**src/rtl/atc_pkg.sv**
```systemverilog
// package of the acquisition trigger controller: states, sources, sizes.
// assumes a single clock domain and synchronous inputs.
package atc_pkg;
    // ----------------------------------------------------------------
    // trigger states, one-hot
    // ----------------------------------------------------------------
    typedef enum logic [4:0] {
        ST_IDLE      = 5'h01,
        ST_ARM       = 5'h02,
        ST_ARMED     = 5'h04,
        ST_TRIGGERED = 5'h08,
        ST_DONE      = 5'h10
    } atc_state_type;

    // ----------------------------------------------------------------
    // trigger source codes
    // ----------------------------------------------------------------
    localparam logic [2:0] SRC_SOFT = 3'h0;
    localparam logic [2:0] SRC_COAX = 3'h1;
    localparam logic [2:0] SRC_JACK = 3'h2;
    localparam logic [2:0] SRC_X = 3'h3;
    localparam logic [2:0] SRC_Y = 3'h4;
    localparam logic [2:0] SRC_Z = 3'h5;

    // ----------------------------------------------------------------
    // sizes and reset values
    // ----------------------------------------------------------------
    localparam int OFFSET_W = 64;
    localparam int FIELD_W = 16;
    localparam int COUNT_W = 16;
    localparam int MAX_POINTS = 8;
    localparam int IDX_W = 3;
    localparam int TO_W = 32;
    // one second at 40 MHz
    localparam int CLK_HZ = 40000000;
    localparam logic [TO_W-1:0] CYCLES_PER_S = TO_W'(CLK_HZ);
    localparam logic [COUNT_W-1:0] COUNT_RST = 16'h0000;
endpackage : atc_pkg

```
**src/rtl/atc_trigger_ctrl.sv**
```systemverilog
// trigger state machine, source selection, point offsets and connector
// direction of the field-probe acquisition interface.
// assumes a command decoder that pulses the command inputs for one cycle
// and a sample strobe plus signed axis samples from the acquisition path.
`timescale 1ns/100ps

// Notes on behaviour
// - point trigger count is kept; equals configured points once DONE, or 1 when 0 points are configured
// - each later point records 64-bit sample offset from first point
// - offset list holds one entry fewer than configured points
// - offset list invalid unless DONE and more than one point
// - five states IDLE ARM ARMED TRIGGERED DONE, state reported
// - done wait ends at once on DONE, IDLE or zero timeout
// - arm command moves to ARMED from any state
// - armed wait ends at once on ARMED or zero timeout
// - armed status is 1 only in ARMED
// - clear command moves to IDLE from any state
// - force command enters TRIGGERED whatever source is selected
// - done status is 1 only in DONE
// - detected trigger events are counted and readable
// - six sources; software source triggers only by force
// - first external is coax trigger, second is jack trigger
// - axis source compares selected axis field against threshold
// - axis trigger fires when field crosses the threshold
// - direction 0 rising, 1 falling moves ARMED to TRIGGERED
// - coax output enable drives output and blocks coax input
// - DONE reached only after configured number of valid triggers
// - each point captures configured sample count into buffer
// - first captured sample lies at signed offset from trigger
// - output polarity 0 gives rising edge, 1 falling edge
module atc_trigger_ctrl
    import atc_pkg::*;
#(
    parameter int POINTS_MAX = MAX_POINTS
) (
    input wire logic clock_i,
    input wire logic nrst_i,
    input wire logic cmd_arm_i,
    input wire logic cmd_clear_i,
    input wire logic cmd_force_i,
    input wire logic [2:0] source_i,
    input wire logic falling_i,
    input wire logic signed [FIELD_W-1:0] level_i,
    input wire logic [IDX_W:0] points_i,
    input wire logic [COUNT_W-1:0] length_i,
    input wire logic signed [COUNT_W-1:0] begin_i,
    input wire logic coax_out_en_i,
    input wire logic coax_invert_i,
    input wire logic coax_trig_i,
    input wire logic jack_trig_i,
    input wire logic sample_i,
    input wire logic signed [FIELD_W-1:0] field_x_i,
    input wire logic signed [FIELD_W-1:0] field_y_i,
    input wire logic signed [FIELD_W-1:0] field_z_i,
    input wire logic wait_done_i,
    input wire logic wait_armed_i,
    input wire logic [TO_W-1:0] wait_secs_i,
    input wire logic [IDX_W-1:0] offset_idx_i,
    output logic [4:0] state_o,
    output logic armed_o,
    output logic done_o,
    output logic [COUNT_W-1:0] trig_count_o,
    output logic [IDX_W:0] point_progress_count_o,
    output logic [COUNT_W+IDX_W:0] sample_progress_o,
    output logic [OFFSET_W-1:0] point_offset_list_o,
    output logic offset_valid_o,
    output logic [IDX_W:0] offset_entries_o,
    output logic capture_o,
    output logic signed [COUNT_W-1:0] capture_begin_o,
    output logic coax_trig_o,
    output logic coax_trig_oe_o,
    output logic wait_busy_o,
    output logic wait_end_o
);
    // ----------------------------------------------------------------
    // state
    // ----------------------------------------------------------------
    typedef struct packed {
        atc_state_type st;
        logic coax_prev;
        logic jack_prev;
        logic above_prev;
        logic [COUNT_W-1:0] trig_cnt;
        logic [IDX_W:0] pt_cnt;
        logic [COUNT_W+IDX_W:0] smp_prog;
        logic [COUNT_W-1:0] len_left;
        logic [OFFSET_W-1:0] smp_clk;
        logic [POINTS_MAX-1:0][OFFSET_W-1:0] offs;
        logic [OFFSET_W-1:0] rd_off;
        logic out_lvl;
        logic wait_act;
        logic wait_kind;
        logic [TO_W-1:0] secs_left;
        logic [TO_W-1:0] tick;
        logic wait_fin;
    } atc_regs_type;

    atc_regs_type r_q;
    atc_regs_type r_d;

    logic signed [FIELD_W-1:0] axis_val;
    logic above_now;
    logic ext_in;
    logic ext_prev;
    logic edge_hit;
    logic cross_hit;
    logic src_hit;
    logic trig_evt;
    logic last_pt;

    // ----------------------------------------------------------------
    // source selection and edge detection
    // ----------------------------------------------------------------
    always_comb begin
        unique case (source_i)
            SRC_Y: axis_val = field_y_i;
            SRC_Z: axis_val = field_z_i;
            default: axis_val = field_x_i;
        endcase
    end

    assign above_now = (axis_val > level_i);
    // coax input is blind while the connector drives out
    assign ext_in = (source_i == SRC_COAX) ?
        (coax_trig_i & ~coax_out_en_i) : jack_trig_i;
    assign ext_prev = (source_i == SRC_COAX) ? r_q.coax_prev : r_q.jack_prev;
    assign edge_hit = falling_i ? (ext_prev & ~ext_in)
                                : (~ext_prev & ext_in);
    // crossing judged only on fresh samples
    assign cross_hit = sample_i & (falling_i ?
        (r_q.above_prev & ~above_now) :
        (~r_q.above_prev & above_now));
    always_comb begin
        unique case (source_i)
            SRC_COAX, SRC_JACK: src_hit = edge_hit;
            SRC_X, SRC_Y, SRC_Z: src_hit = cross_hit;
            default: src_hit = 1'b0;
        endcase
    end

    assign trig_evt = (r_q.st == ST_ARMED) & (src_hit | cmd_force_i);
    assign last_pt = (r_q.pt_cnt + 1'b1) >= points_i;

    // ----------------------------------------------------------------
    // next state
    // ----------------------------------------------------------------
    always_comb begin
        r_d = r_q;
        r_d.coax_prev = coax_trig_i & ~coax_out_en_i;
        r_d.jack_prev = jack_trig_i;
        if (sample_i) begin
            r_d.above_prev = above_now;
            r_d.smp_clk = r_q.smp_clk + 64'h1;
        end
        if (src_hit | cmd_force_i) begin
            r_d.trig_cnt = r_q.trig_cnt + 16'h1;
        end
        unique case (r_q.st)
            ST_IDLE: begin
            end
            ST_ARM: begin
                r_d.st = ST_ARMED;
            end
            ST_ARMED: begin
                if (trig_evt) begin
                    r_d.st = ST_TRIGGERED;
                    r_d.len_left = length_i;
                    if (r_q.pt_cnt == '0) begin
                        r_d.smp_clk = 64'h0;
                    end else begin
                        r_d.offs[r_q.pt_cnt[IDX_W-1:0] - 1'b1] =
                            r_q.smp_clk;
                    end
                end
            end
            ST_TRIGGERED: begin
                if (sample_i && r_q.len_left != '0) begin
                    r_d.len_left = r_q.len_left - 16'h1;
                    r_d.smp_prog = r_q.smp_prog + 1'b1;
                end
                if (r_q.len_left == '0 || (sample_i &&
                        r_q.len_left == 16'h1)) begin
                    r_d.pt_cnt = r_q.pt_cnt + 1'b1;
                    r_d.st = last_pt ? ST_DONE : ST_ARMED;
                end
            end
            ST_DONE: begin
            end
        endcase
        if (cmd_force_i && r_q.st != ST_TRIGGERED) begin
            r_d.st = ST_TRIGGERED;
            r_d.len_left = length_i;
            if (r_q.st != ST_ARMED) begin
                r_d.pt_cnt = '0;
                r_d.smp_prog = '0;
                r_d.smp_clk = 64'h0;
            end
        end
        if (cmd_arm_i) begin
            r_d.st = ST_ARMED;
            r_d.pt_cnt = '0;
            r_d.smp_prog = '0;
            r_d.offs = '0;
        end
        if (cmd_clear_i) begin
            r_d.st = ST_IDLE;
        end
        // one pulse per point rather than a toggle: a toggle would give
        // every other point the wrong edge direction
        r_d.out_lvl = (r_d.st == ST_TRIGGERED);
        // wait timer: one second tick prescaler
        r_d.wait_fin = 1'b0;
        if (wait_done_i | wait_armed_i) begin
            if (wait_secs_i == '0 || (wait_done_i &&
                    (r_q.st == ST_DONE || r_q.st == ST_IDLE)) ||
                    (wait_armed_i && r_q.st == ST_ARMED)) begin
                r_d.wait_fin = 1'b1;
                r_d.wait_act = 1'b0;
            end else begin
                r_d.wait_act = 1'b1;
                r_d.wait_kind = wait_armed_i;
                r_d.secs_left = wait_secs_i;
                r_d.tick = CYCLES_PER_S - 1'b1;
            end
        end else if (r_q.wait_act) begin
            if ((r_q.wait_kind && r_q.st == ST_ARMED) ||
                    (!r_q.wait_kind && (r_q.st == ST_DONE ||
                    r_q.st == ST_IDLE)) ||
                    (r_q.secs_left == '0)) begin
                r_d.wait_act = 1'b0;
                r_d.wait_fin = 1'b1;
            end else if (r_q.tick == '0) begin
                r_d.tick = CYCLES_PER_S - 1'b1;
                r_d.secs_left = r_q.secs_left - 1'b1;
            end else begin
                r_d.tick = r_q.tick - 1'b1;
            end
        end
        r_d.rd_off = r_q.offs[offset_idx_i];
    end

    // ----------------------------------------------------------------
    // registers
    // ----------------------------------------------------------------
    always_ff @(posedge clock_i) begin
        if (!nrst_i) begin
            r_q <= '0;
            r_q.st <= ST_IDLE;
            r_q.trig_cnt <= COUNT_RST;
        end else begin
            r_q <= r_d;
        end
    end

    // ----------------------------------------------------------------
    // outputs
    // ----------------------------------------------------------------
    assign state_o = r_q.st;
    assign armed_o = (r_q.st == ST_ARMED);
    assign done_o = (r_q.st == ST_DONE);
    assign trig_count_o = r_q.trig_cnt;
    assign point_progress_count_o = r_q.pt_cnt;
    assign sample_progress_o = r_q.smp_prog;
    assign offset_valid_o = done_o && (points_i > 1);
    assign offset_entries_o = (points_i == '0) ? '0 : points_i - 1'b1;
    assign point_offset_list_o = r_q.rd_off;
    assign capture_o = (r_q.st == ST_TRIGGERED) & sample_i &
        (r_q.len_left != '0);
    // downstream buffer applies the signed start relative to trigger
    assign capture_begin_o = begin_i;
    assign coax_trig_oe_o = coax_out_en_i;
    assign coax_trig_o = coax_out_en_i &
        (r_q.out_lvl ^ coax_invert_i);
    assign wait_busy_o = r_q.wait_act;
    assign wait_end_o = r_q.wait_fin;

    // ----------------------------------------------------------------
    // checks
    // ----------------------------------------------------------------
    a_arm_to_armed: assert property (
        @(posedge clock_i) disable iff (!nrst_i)
        cmd_arm_i && !cmd_clear_i |=> armed_o)
        else $error("arm did not reach armed");
    a_clear_to_idle: assert property (
        @(posedge clock_i) disable iff (!nrst_i)
        cmd_clear_i |=> r_q.st == ST_IDLE)
        else $error("clear did not reach idle");
    a_force_trig: assert property (
        @(posedge clock_i) disable iff (!nrst_i)
        cmd_force_i && !cmd_arm_i && !cmd_clear_i
        |=> r_q.st == ST_TRIGGERED)
        else $error("force did not trigger");
    a_done_count: assert property (
        @(posedge clock_i) disable iff (!nrst_i)
        $rose(done_o) |-> r_q.pt_cnt >= points_i)
        else $error("done reached with too few points");
    a_soft_quiet: assert property (
        @(posedge clock_i) disable iff (!nrst_i)
        armed_o && source_i == SRC_SOFT && !cmd_force_i && !cmd_arm_i
        && !cmd_clear_i |=> armed_o)
        else $error("soft source triggered without force");
    a_offs_valid: assert property (
        @(posedge clock_i) disable iff (!nrst_i)
        offset_valid_o |-> done_o && points_i > 1)
        else $error("offset list valid outside done");
    a_wait_instant: assert property (
        @(posedge clock_i) disable iff (!nrst_i)
        wait_armed_i && wait_secs_i == '0 |=> wait_end_o)
        else $error("zero timeout wait not immediate");
    a_wait_done: assert property (
        @(posedge clock_i) disable iff (!nrst_i)
        wait_done_i && r_q.st == ST_IDLE |=> wait_end_o && !wait_busy_o)
        else $error("done wait in idle not immediate");
    a_coax_blind: assert property (
        @(posedge clock_i) disable iff (!nrst_i)
        armed_o && coax_out_en_i && source_i == SRC_COAX && !cmd_force_i
        && !cmd_arm_i && !cmd_clear_i |=> armed_o)
        else $error("coax input used while driving");
    a_arm_clears: assert property (
        @(posedge clock_i) disable iff (!nrst_i)
        cmd_arm_i && !cmd_clear_i |=> point_progress_count_o == '0
        && sample_progress_o == '0)
        else $error("arm left counts standing");
    a_done_exact: assert property (
        @(posedge clock_i) disable iff (!nrst_i)
        $rose(done_o) && points_i != '0
        |-> point_progress_count_o == points_i)
        else $error("done with wrong point count");
    a_count_step: assert property (
        @(posedge clock_i) disable iff (!nrst_i)
        cmd_force_i |=> trig_count_o == $past(trig_count_o) + 16'h1)
        else $error("force not counted as event");
    a_state_onehot: assert property (
        @(posedge clock_i) disable iff (!nrst_i)
        $onehot(state_o))
        else $error("state code not one-hot");
    a_out_off: assert property (
        @(posedge clock_i) disable iff (!nrst_i)
        !coax_out_en_i |-> !coax_trig_o && !coax_trig_oe_o)
        else $error("coax driven while output disabled");
    // idle level equals the invert bit, so each point starts on the
    // selected edge
    a_out_idle: assert property (
        @(posedge clock_i) disable iff (!nrst_i)
        coax_out_en_i && state_o != ST_TRIGGERED |-> coax_trig_o == coax_invert_i)
        else $error("trigger output idle level wrong");
    a_out_pulse: assert property (
        @(posedge clock_i) disable iff (!nrst_i)
        coax_out_en_i && state_o == ST_TRIGGERED |-> coax_trig_o != coax_invert_i)
        else $error("trigger output pulse level wrong");
endmodule : atc_trigger_ctrl

```
**config.mk**
```make
export PLATFORM = sky130hd
export DESIGN_NAME = atc_trigger_ctrl
export DESIGN_NICKNAME = d
export VERILOG_FILES = /design/src/rtl/atc_pkg.sv /design/src/rtl/atc_trigger_ctrl.sv
export SDC_FILE = /design/constraint.sdc
export NUM_CORES = 2
export LEC_CHECK = 0
export BUFFER_PORTS_ARGS = -buffer_cell sky130_fd_sc_hd__buf_2
export CAP_MARGIN = 20
export CORE_MARGIN = 2
export CORE_UTILIZATION = 28
export CTS_CLUSTER_SIZE = 8
export DETAILED_ROUTE_END_ITERATION = 10
export MAX_ROUTING_LAYER = met4
export SLEW_MARGIN = 20
export SYNTH_ARGS = -nofsm -noshare
export SYNTH_HDL_FRONTEND = slang
export SYNTH_SLANG_ARGS = --single-unit
```
**constraint.sdc**
```tcl
create_clock -name clock_i -period 5 [get_ports clock_i]
set_input_delay 0 -clock clock_i [delete_from_list [all_inputs] [get_ports clock_i]]
set_output_delay 0 -clock clock_i [all_outputs]
set_load 0.02 [all_outputs]
```
==> out/results.txt <==
Total length of routed met3 wires: 4580 um
Syn nets: 3826
Setup repair after global routing missed its margin: no
Setup Fix Bufs, Post-CTS: 0
Yosys top cell by area: sky130_fd_sc_hd__dfxtp_1
Max Used Layer: met4
CTS root buf: sky130_fd_sc_hd__clkbuf_16
Die H: 351 um
Final cycle utilization of the critical path: 81.3%
Buffer depth of the longest clock path: 3
Remaining number of nets flagged by the antenna check after routing: 0
H-tree Lvls: 3
Wire length of the first global-routing pass: 142000 um
Number of maximum-capacitance violations: 0
Die width: 351 um
Kind of launch point of the worst setup path: register
Time the final worst path needs with I/O delays and setup: 4.07 ns
Area of the mapped netlist: 33700 sq um
Clock edge transition at the registers on the reported setup and hold paths: 0.05 ns
Post-synthesis register bit count: 772
Core outline area: 120000 sq um
Row cnt: 127
Warnings from Yosys: 0
Fillers: 12.3k
Worst EP required: 5.57 ns
Final clock skew: 0.0596 ns
Crit Path Category: reg -> reg
Classification of the worst-slack hold path: in -> out
Share of Yosys cell area claimed by the top area cell type: 45.9%
Count of input and output buffers: 255
Worst Path Max Fanout: 41
Combinational family with the most area after synthesis: simple AND/OR/NAND/NOR gates
Share of synthesized cell area in full adder, half adder and majority cells: 1.08%
Per-cell routed wire length: 16.5 um
Global routing usage summed across all routing layers: 14.6%
Number of vias per cell: 4.92
Iter 0 DRT Violations: 1678
Clock tree from TritonCTS: built
Sum of net half-perimeters after detailed placement: 55100 um
Actual transition at the worst max-transition pin: 1.06 ns
Vias in the first global route: 26.0k
Total clock buffers created by CTS: 109
Starting Density: 28.1%
PD cells: 353 nW/um^2
Syn_area_per_cell: 9.23 sq um
Main synth FF type: sky130_fd_sc_hd__dfxtp_1
Area Overhead vs Synth: 16.7%
Total Nets Final: 3922
Number of standard cells after synthesis: 3646
RePlAce Congestion: 0.869
Worst endpoint data arrival time: 4.64 ns
Io pins: 288
Simple-gate area share of the yosys netlist: 18.5%
Maximum number of pins on one net before global-route repair: 129
Final Routed Wirelength: 88700 um
Complex-gate fraction of the synthesized area: 12.5%
Aggregate negative setup slack: 0 ns
Met2 wire length: 40800 um
XOR/XNOR share of the synthesized area: 3.49%
Yosys cell types: 83
Slew margin rel.: 29.1%
Sum of overflow across all layers after global routing: 0
Result of the run: completed
Maximum clock frequency: 246 MHz
Max-slew violation count: 0
Leakage power: 14.2 nW
Setup-failing EPs final: 0
Fraction of layout instances using a drive strength above 1: 16.2%
Number of flops mapped to enable cells by yosys: 0
Async S/R FF share, synth: 0%
Number of antenna violations at the first check in global routing: 0
Clock network latency to the later pin of the worst-skew pair: 0.70 ns
Wire length the detailed router placed on met1: 41600 um
Remaining routing DRC violations: 0
Largest voltage drop on the vdd net: 261 uV
Final hold violation count: 0
Fraction of the core area covered by cells at the end of the flow: 32.8%
Clock sink total: 772
Area of the die: 123000 sq um
Number of iterations in the first detailed-routing pass: 5
Largest cells by area after synthesis: sky130_fd_sc_hd__dfxtp_1 (46%), sky130_fd_sc_hd__mux4_2 (8.6%), sky130_fd_sc_hd__nand3_1 (8.4%)
Number of vias in the routed layout: 26.4k
Critical path capture point type: register
Multiplexer area fraction after synthesis: 11.1%
Share of synthesized area occupied by flip-flops and latches: 45.9%
## power by group
group / internal [W] / switching (W)
registers: 0.00622 / 0.0000635
logic: 0.000341 / 0.000535
clock network: 0.00402 / 0.00268
## final cells by class
type                    instances  area, sq um  share of cell area [%]
repair buffers                392         2840                    7.22
clock buffers                 122         2860                    7.28
flip-flops and latches        772        15500                    39.4
inverters                      47          179                   0.456
well taps                    1612         2020                    5.14
multi-input cells            2420        15800                    40.1
diodes                          1         2.50                 0.00637
clock inverters                 8          166                   0.424
## Yosys cell counts (all sizes together), types with 8 or more instances
master	number
a21oi	69
a22oi	11
a31oi	19
and2	11
and3	22
and4	10
buf	277
clkbuf	130
dfxtp	772
ha	29
inv	46
mux2i	86
mux4	128
nand2	208
nand2b	29
nand3	565
nand4	34
nor2	261
nor2b	16
nor3	39
nor4	25
o21ai	598
o41ai	8
or3	21
or4	9
xnor2	38
xor2	96
## path summary, 6_finish.rpt
kind	from	end	slack, ns	depth (start not counted)
max	r_q[33]$_SDFFE_PN0P_	r_q[62]$_SDFFE_PN0P_	0.93	12
min	begin_i[1]	capture_begin_o[1]	0.000006	0
max reg2reg	r_q[33]$_SDFFE_PN0P_	r_q[62]$_SDFFE_PN0P_	0.93	12
min reg2reg	register	register	0.45	2
## metrics by stage
| step | total power, W | cell area, sq um | setup WS, ns | cells | hold slack, ns |
|---|---|---|---|---|---|
| final | 0.0139 | 39300 | 0.933 | 5374 | 0.00000561 |
| after global routing | 0.0144 | 39300 | 0.654 | 5373 | 0.0000531 |
| after CTS | 0.0141 | 39300 | 1.03 | 5373 | 0.000137 |
| after detailed placement | 0.00722 | 35500 | 0.820 | 5168 | 0.000137 |
| after global placement | 0.00721 | 35500 | 0.908 | 5168 | 0.000137 |
| after floorplan | 0.00699 | 33700 | 1.48 | 3646 | 0.0798 |
## layer usage
layer,vias up,track usage [%]
li1,13045,-
met1,12723,19.1
met2,545,23.2
met3,130,2.73
met4,0,4.13
met5,-,-
## cell families (layout without fill, tap and decap cells)
| kind of cell | count (synthesis) | count (layout) |
|---|---|---|
| buffers and inverters | 454 | 569 |
| AND/OR/NAND/NOR | 1281 | 1281 |
| other | 0 | 1 |
| XOR/XNOR | 134 | 134 |
| AO/OA/AOI/OAI | 762 | 762 |
| adder cells (fa/ha/maj) | 29 | 29 |
| flip-flops | 772 | 772 |
| multiplexers | 214 | 214 |
## worst max-delay path, cell delays in order, from the launching register on
cell and delay, ns:
sky130_fd_sc_hd__dfxtp_1 0.32, sky130_fd_sc_hd__inv_1 0.11, sky130_fd_sc_hd__ha_1 0.19, sky130_fd_sc_hd__or3b_1 0.45, sky130_fd_sc_hd__nor4_1 0.59, sky130_fd_sc_hd__nand4_2 0.29
sky130_fd_sc_hd__o211ai_2 0.48, sky130_fd_sc_hd__buf_4 0.27, sky130_fd_sc_hd__o21ai_2 0.07, sky130_fd_sc_hd__buf_4 0.27, sky130_fd_sc_hd__nand2_1 0.20, sky130_fd_sc_hd__o21ai_1 0.09
sky130_fd_sc_hd__dlygate4sd3_1 0.58
## cell usage in the layout (no fill, tap or decap), types with 26 or more instances in the layout
cell and count:
sky130_fd_sc_hd__a21oi_1 66, sky130_fd_sc_hd__buf_2 252, sky130_fd_sc_hd__dlygate4sd3_1 75, sky130_fd_sc_hd__buf_12 26
sky130_fd_sc_hd__nor3_1 38, sky130_fd_sc_hd__mux2i_1 86, sky130_fd_sc_hd__nand3_1 564, sky130_fd_sc_hd__mux4_2 128
sky130_fd_sc_hd__nor2_1 260, sky130_fd_sc_hd__buf_4 37, sky130_fd_sc_hd__clkbuf_16 110, sky130_fd_sc_hd__dfxtp_1 772
sky130_fd_sc_hd__o21ai_1 67, sky130_fd_sc_hd__xor2_1 96, sky130_fd_sc_hd__o21ai_0 529, sky130_fd_sc_hd__inv_1 45
sky130_fd_sc_hd__xnor2_1 38, sky130_fd_sc_hd__nand2_1 208, sky130_fd_sc_hd__ha_1 29, sky130_fd_sc_hd__nand2b_1 29
sky130_fd_sc_hd__nand4_1 33
## what timing repair did
item / CTS / global route
setup endpoints to repair: 0 / 0
hold buffers: 75 / 0
gates resized for setup: 0 / 0
endpoints found under the hold margin: 96 / 0
(Power assumes the default switching activity.)
